===== config.mk =====
export PLATFORM = sky130hd
export DESIGN_NAME = pif_top
export DESIGN_NICKNAME = d
export VERILOG_FILES = /design/src/pif_pkg.sv /design/src/pif_top.sv
export VERILOG_INCLUDE_DIRS = /design/src
export SDC_FILE = /design/constraint.sdc
export NUM_CORES = 1
export LEC_CHECK = 0
export BUFFER_PORTS_ARGS = -buffer_cell sky130_fd_sc_hd__buf_2
export CAP_MARGIN = 20
export CORE_MARGIN = 4
export CORE_UTILIZATION = 47
export CTS_BUF_LIST = sky130_fd_sc_hd__clkbuf_8
export DETAILED_ROUTE_END_ITERATION = 7
export GPL_TIMING_DRIVEN = 0
export PLACE_DENSITY = 0.88
export SETUP_SLACK_MARGIN = 0.3
export SYNTH_ARGS = -nofsm -noshare
export SYNTH_HDL_FRONTEND = slang
export SYNTH_SLANG_ARGS = --single-unit

===== constraint.sdc =====
create_clock -name CLK -period 2.3 [get_ports CLK]
set_input_delay 0.46 -clock CLK [delete_from_list [all_inputs] [get_ports CLK]]
set_output_delay 0.46 -clock CLK [all_outputs]
set_load 0.02 [all_outputs]

===== src/pif_cfg.svh =====
`ifndef PIF_CFG_SVH
`define PIF_CFG_SVH
`define PIF_OFF_ENABLE2 12'h000
`define PIF_OFF_FLAGS1 12'h004
`define PIF_OFF_FLAGS2 12'h008
`define PIF_OFF_CONTROL 12'h00c
`define PIF_RST_ENABLE2 8'h00
`define PIF_RST_FLAGS1 8'h00
`define PIF_RST_FLAGS2 8'h00
`define PIF_RST_CONTROL 8'h00
`define PIF_MASK_ENABLE2 8'hfd
`define PIF_MASK_FLAGS1 8'h7f
`define PIF_MASK_FLAGS2 8'hfd
`define PIF_MASK_FLAGS1_SW 8'h4f
`define PIF_BIT_RX_FULL 5
`define PIF_BIT_TX_EMPTY 4
`define PIF_BIT_GROUP_EN 6
`define PIF_BIT_GLOBAL_EN 7
`endif


===== src/pif_pkg.sv =====
package pif_pkg;
  typedef struct packed {
    logic [7:0] enable2;
    logic [7:0] flags1_sw;
    logic [7:0] flags2;
    logic [7:0] control;
    logic [31:0] prdata;
    logic [1:0] cmp_out;
  } pif_state_t;
  typedef struct packed {
    logic conversion_done;
    logic sync_serial_done;
    logic capcmp_a_event;
    logic timer_b_match;
    logic timer_a_overflow;
  } pif_events1_t;
  typedef struct packed {
    logic osc_fail;
    logic nv_write_done;
    logic bus_collision;
    logic lowpower_wake;
    logic capcmp_b_event;
  } pif_events2_t;
endpackage


===== src/pif_top.sv =====
// Added by the designer: register access over APB and the register addresses.
`timescale 1ns/1ps
`include "pif_cfg.svh"
// Summary of operation
// - Flags set on their condition regardless of any enable bit.
// - Requests reach core only with peripheral-group enable set.
// - Enable register 2 bit layout; one enables the source.
// - Unimplemented bits read zero and ignore writes; control register bits 5 down to 0 store writes and read back.
// - Flags register 1 bit layout, bits 6 down to 0.
// - Conversion-done flag sticks until software clears it.
// - Receive flag read-only, high while receive buffer holds data.
// - Transmit flag read-only, high while transmit buffer empty.
// - Sync serial flag sets on any completed port event.
// - Capture/compare A flag sets on capture or compare event.
// - Timer B match flag sticks until cleared.
// - Timer A overflow flag sticks until cleared.
// - Flags register 2 matches enable register 2 bit for bit.
// - Oscillator-fail flag sets on oscillator failure switchover.
// - Comparator flags set on any output change.
// - Nonvolatile write flag sets on write completion.
// - Bus collision flag sets on master bus collision.
// - Low-power wake flag sets on wake-up condition.
// - Capture/compare B flag sets on capture or compare event.
module pif_top
  import pif_pkg::*;
(
  input wire logic CLK,
  input wire logic RESETN,
  input wire logic PSEL,
  input wire logic PENABLE,
  input wire logic PWRITE,
  input wire logic [11:0] PADDR,
  input wire logic [31:0] PWDATA,
  output logic [31:0] PRDATA,
  output logic PREADY,
  output logic PSLVERR,
  input wire pif_events1_t EVENTS1,
  input wire pif_events2_t EVENTS2,
  input wire logic SERIAL_RX_FULL,
  input wire logic SERIAL_TX_EMPTY,
  input wire logic COMPARATOR_A_OUTPUT,
  input wire logic COMPARATOR_B_OUTPUT,
  output logic PERIPH_IRQ,
  output logic CORE_IRQ
);
  pif_state_t state_reg;
  pif_state_t state_next;
  logic wr;
  logic rd;
  logic mapped;
  logic [7:0] set1;
  logic [7:0] set2;
  logic [7:0] flags1_view;
  logic [7:0] pending;

  function automatic logic [7:0] sticky(input logic [7:0] cur, input logic [7:0] set,
                                        input logic clr_wr, input logic [7:0] wdata,
                                        input logic [7:0] mask);
    logic [7:0] v;
    v = cur;
    if (clr_wr) begin
      v = cur & wdata;
    end
    sticky = (v | set) & mask;
  endfunction

  assign wr = PSEL && PENABLE && PWRITE;
  assign rd = PSEL && !PENABLE && !PWRITE;
  assign mapped = (PADDR == `PIF_OFF_ENABLE2) || (PADDR == `PIF_OFF_FLAGS1) ||
                  (PADDR == `PIF_OFF_FLAGS2) || (PADDR == `PIF_OFF_CONTROL);
  assign PREADY = 1'b1;
  assign PSLVERR = PSEL && PENABLE && !mapped;
  assign PRDATA = state_reg.prdata;

  // Event sets, independent of enables
  assign set1 = {1'b0, EVENTS1.conversion_done, 2'b00, EVENTS1.sync_serial_done,
                 EVENTS1.capcmp_a_event, EVENTS1.timer_b_match, EVENTS1.timer_a_overflow};
  // Comparator change detect others
  assign set2 = {EVENTS2.osc_fail, COMPARATOR_B_OUTPUT ^ state_reg.cmp_out[1],
                 COMPARATOR_A_OUTPUT ^ state_reg.cmp_out[0], EVENTS2.nv_write_done,
                 EVENTS2.bus_collision, EVENTS2.lowpower_wake, 1'b0, EVENTS2.capcmp_b_event};
  // Live status bits mirror the serial buffers
  always_comb begin
    flags1_view = state_reg.flags1_sw & `PIF_MASK_FLAGS1_SW;
    flags1_view[`PIF_BIT_RX_FULL] = SERIAL_RX_FULL;
    flags1_view[`PIF_BIT_TX_EMPTY] = SERIAL_TX_EMPTY;
  end
  assign pending = (state_reg.flags2 & state_reg.enable2);

  always_comb begin
    state_next = state_reg;
    state_next.cmp_out = {COMPARATOR_B_OUTPUT, COMPARATOR_A_OUTPUT};
    if (wr && PADDR == `PIF_OFF_ENABLE2) begin
      state_next.enable2 = PWDATA[7:0] & `PIF_MASK_ENABLE2;
    end
    if (wr && PADDR == `PIF_OFF_CONTROL) begin
      state_next.control = PWDATA[7:0];
    end
    state_next.flags1_sw = sticky(state_reg.flags1_sw, set1,
                                  wr && PADDR == `PIF_OFF_FLAGS1, PWDATA[7:0],
                                  `PIF_MASK_FLAGS1_SW);
    state_next.flags2 = sticky(state_reg.flags2, set2,
                               wr && PADDR == `PIF_OFF_FLAGS2, PWDATA[7:0],
                               `PIF_MASK_FLAGS2);
    state_next.prdata = 32'h00000000;
    if (PSEL && PENABLE) begin
      state_next.prdata = state_reg.prdata;
    end
    if (rd) begin
      case (PADDR)
        `PIF_OFF_ENABLE2: state_next.prdata = {24'h000000, state_reg.enable2};
        `PIF_OFF_FLAGS1: state_next.prdata = {24'h000000, flags1_view & `PIF_MASK_FLAGS1};
        `PIF_OFF_FLAGS2: state_next.prdata = {24'h000000, state_reg.flags2};
        `PIF_OFF_CONTROL: state_next.prdata = {24'h000000, state_reg.control};
        default: state_next.prdata = 32'h00000000;
      endcase
    end
  end

  always_ff @(posedge CLK) begin
    if (!RESETN) begin
      state_reg.enable2 <= `PIF_RST_ENABLE2;
      state_reg.flags1_sw <= `PIF_RST_FLAGS1;
      state_reg.flags2 <= `PIF_RST_FLAGS2;
      state_reg.control <= `PIF_RST_CONTROL;
      state_reg.prdata <= 32'h00000000;
      state_reg.cmp_out <= 2'b00;
    end else begin
      state_reg <= state_next;
    end
  end

  // Request gating
  always_comb begin
    PERIPH_IRQ = state_reg.control[`PIF_BIT_GROUP_EN] && (|pending);
    CORE_IRQ = PERIPH_IRQ && state_reg.control[`PIF_BIT_GLOBAL_EN];
  end
endmodule


==> results_dict.tcl <==
set metrics [dict create \
    outcome "finished, final reports clean" \
    syn_inst 216 \
    synth_warnings 0 \
    yosysSeqAreaShare_pct 38.0 \
    max_cap_viol_count 0 \
    wl_per_cell_um 12.7 \
    cts_buffers 5 \
    diodes 0 \
    hp-class "input port to register" \
    num_vias 1700 \
    final_net_count 361 \
    dr.pass1.iters 4 \
    core_um2 4000 \
    via_per_inst 4.87 \
    ir_worst_vdd_uv 474 \
    required_ns 1.84 \
    clk_pin_slew_ns 0.06 \
    wl_met3_um 386 \
    io_pins 99 \
    worstSetupStartpointType "input port" \
    p_int_mw 0.954 \
    slew_viol_final 0 \
    combPwrFrac_pct 15.8 \
    grt_pass1_vias 1560 \
    end_kind "primary output" \
    layout_min_cycle_time_ns 2.17 \
    finalNonFillerCells 349 \
    post_synth_fa_ha_maj_area_fraction_pct 0 \
    dp_hpwl_mm 3.42 \
    antenna_found_initial 0 \
    relSlewSlack_pct 39.3 \
    r2r-end "PRDATA[6]$_SDFFE_PN0P_" \
    grt_pass1_wl_mm 6.91 \
    cp_data_arrival_time_ns 1.71 \
    yosys.area_share.simple_pct 17.1 \
    skew_ns 0.00490 \
    num_rows 23 \
    power.share.sequential_pct 52.0 \
    async_reset_ff_share_pct 0 \
    wl_met2_mm 2.28 \
    holdPathStages 2 \
    worstMarginPinSlew_ns 0.903 \
    hold_end "state_reg[0]$_SDFF_PN0_" \
    dpl_cell_area_um2 2350 \
    p_clk_share_pct 32.1 \
    drcViolationCount 0 \
    wl_met1_mm 1.67 \
    worstReg2RegStart "state_reg[40]$_SDFFE_PN0P_" \
    fmax_mhz 461 \
    drt_iter0_drc 61 \
    clock-root-buffer "clkbuf_8" \
    hp-start "COMPARATOR_A_OUTPUT" \
    ys_top_cells_by_count "dfxtp_1, buf_4, nand2_1" \
    start_util_pct 48.8 \
    p_sw_share_pct 26.0 \
    finalCritPeriodShare_pct 94.4 \
    synth_flop_cell "dfxtp_1" \
    fin_setup_tns_ns 0 \
    setup_slack_ns 0.129 \
    place_inst 338 \
    clk_latency_ns 0.29 \
    ys_types 32 \
    crit_fanout 6 \
    ys_ff_latch 37 \
    p_total_mw 1.29 \
    netSwitchingPower_mw 0.335 \
    synth.area.top_cells "dfxtp_1, buf_4, mux2i_1, mux4_2, nand2_1" \
    p_leak_nw 1.20 \
    yosysMostFrequentCell "dfxtp_1" \
    postCtsHoldBufs 0 \
    die-area_um2 5240 \
    synth_area_leader_cell "dfxtp_1" \
    layout.cell_area.non_filler_um2 2490 \
    syn_area_um2 1950 \
    clkSinkCount 37 \
    rsz0062_at_grt "true" \
    grt_usage_pct 17.0 \
    gp_congestion 0.802 \
    dp_slack_ns -0.111 \
    drive_above_1_share_pct 37.5 \
    synthToLayoutAreaGrowth_pct 27.6 \
    cts_tree "done" \
    muxShareOfSynthArea_pct 15.7 \
    r2r_setup_slack_ns 1.24 \
    overflow 0 \
    drtAntennaViolNets 0 \
    ctsLongestPathBuffers 2 \
    synth_top_family_by_area "buffers and inverters" \
    die_w_um 72.4 \
    finalSetupViolations 0 \
    synth_top_area_share_pct 38.0 \
    htree_levels 2 \
    portBuffers 49 \
    die_y_um 72.4 \
    postSynthAreaPerCell_um2 9.03 \
    worstSetupPathType "input port to primary output" \
    hold_viol 0 \
    top_layer_used "met4" \
    powerDensity_nw_per_um2 518 \
    rr_worst_depth 3 \
    grt_max_degree 11 \
    synth-edff-count 0 \
    drt_wl_total_mm 4.43 \
    synth_xor_area_share_pct 0.898 \
    largest_register_ffs 24 \
    synth_compound_area_share_pct 10.7 \
]
==> per-layer routing <==
layer  track usage [%]  vias to the layer above
met2              30.4                       76
met4              6.97                        0
met5                 0                        -
met1              18.7                      760
met3              4.99                       12
li1                  -                      852
==> layout by cell type (no fill, tap or decap), types with 5 or more instances in the layout <==
| cell type | Yosys | routed |
|---|---|---|
| buf_2 | 4 | 50 |
| dfxtp_1 | 37 | 37 |
| buf_4 | 33 | 35 |
| nand2_1 | 32 | 32 |
| conb_1 | 2 | 25 |
| o21ai_0 | 20 | 20 |
| mux2i_1 | 16 | 16 |
| nor2_1 | 12 | 12 |
| a21oi_1 | 12 | 12 |
| inv_1 | 7 | 10 |
| mux4_2 | 6 | 6 |
| buf_6 | 2 | 5 |
| clkbuf_8 | 0 | 5 |
==> metrics by stage <==
step	hold WS [ns]	util, %
floorplan	0.426	-
global placement	0.436	58.9
detailed placement	0.445	58.9
CTS	0.396	61.6
global route	0.413	62.2
finish	0.398	62.2
==> power groups by stage <==
stage	combinational, mW	sequential, mW	clock (mW)
6_report	0.204	0.671	0.414
5_1_grt	0.223	0.672	0.445
4_1_cts	0.200	0.670	0.420
3_5_place_dp	0.196	0.685	0
3_3_place_gp	0.191	0.683	0
2_1_floorplan	0.140	0.680	0
==> critical path, cell delays in order <==
cell,delay (ns)
buf_6,0.09
or4_4,0.52
buf_6,0.15
o311a_1,0.35
buf_6,0.14
==> repair_timing <==
| item | 4_1_cts | 5_1_grt |
|---|---|---|
| buffers inserted | 2 | 1 |
| setup endpoints to repair | 13 | 22 |
| resized for setup | 3 | 1 |
| pin swaps | 2 | 4 |
==> worst max-delay path by stage <==
| stage | start | to | slack (ns) | depth (start not counted) |
|---|---|---|---|---|
| 3_5_place_dp | PADDR[3] | flags1_view[2]$_SDFF_PN0_ | -0.11 | 5 |
| 2_1_floorplan | PADDR[7] | PSLVERR | 0.30 | 3 |
| 4_1_cts | PADDR[4] | PSLVERR | 0.13 | 5 |
| 5_1_grt | PADDR[4] | PSLVERR | 0.12 | 5 |
| 6_report | PADDR[4] | PSLVERR | 0.13 | 5 |
| 3_3_place_gp | PADDR[3] | flags1_view[3]$_SDFF_PN0_ | -0.09 | 5 |
==> cells by family (layout without fill, tap and decap cells) <==
logic type / count (synthesis) / count (layout)
flops: 37 / 37
xor+xnor: 2 / 2
compound gates: 38 / 38
mux: 23 / 23
other cells: 2 / 25
buf+inv: 51 / 111
simple gates: 63 / 63
==> cell type report <==
cell class                      count  area [um2]
Clock inverter                      3        11.3
Tap cell                           50        62.6
Fill cell                         358        1510
Multi-Input combinational cell    151         971
Clock buffer                        5        68.8
Inverter                            7        26.3
Sequential cell                    37         741
Timing Repair Buffer               52         293
Buffer                             44         315
No activity file was read; power rests on OpenSTA's default activity.
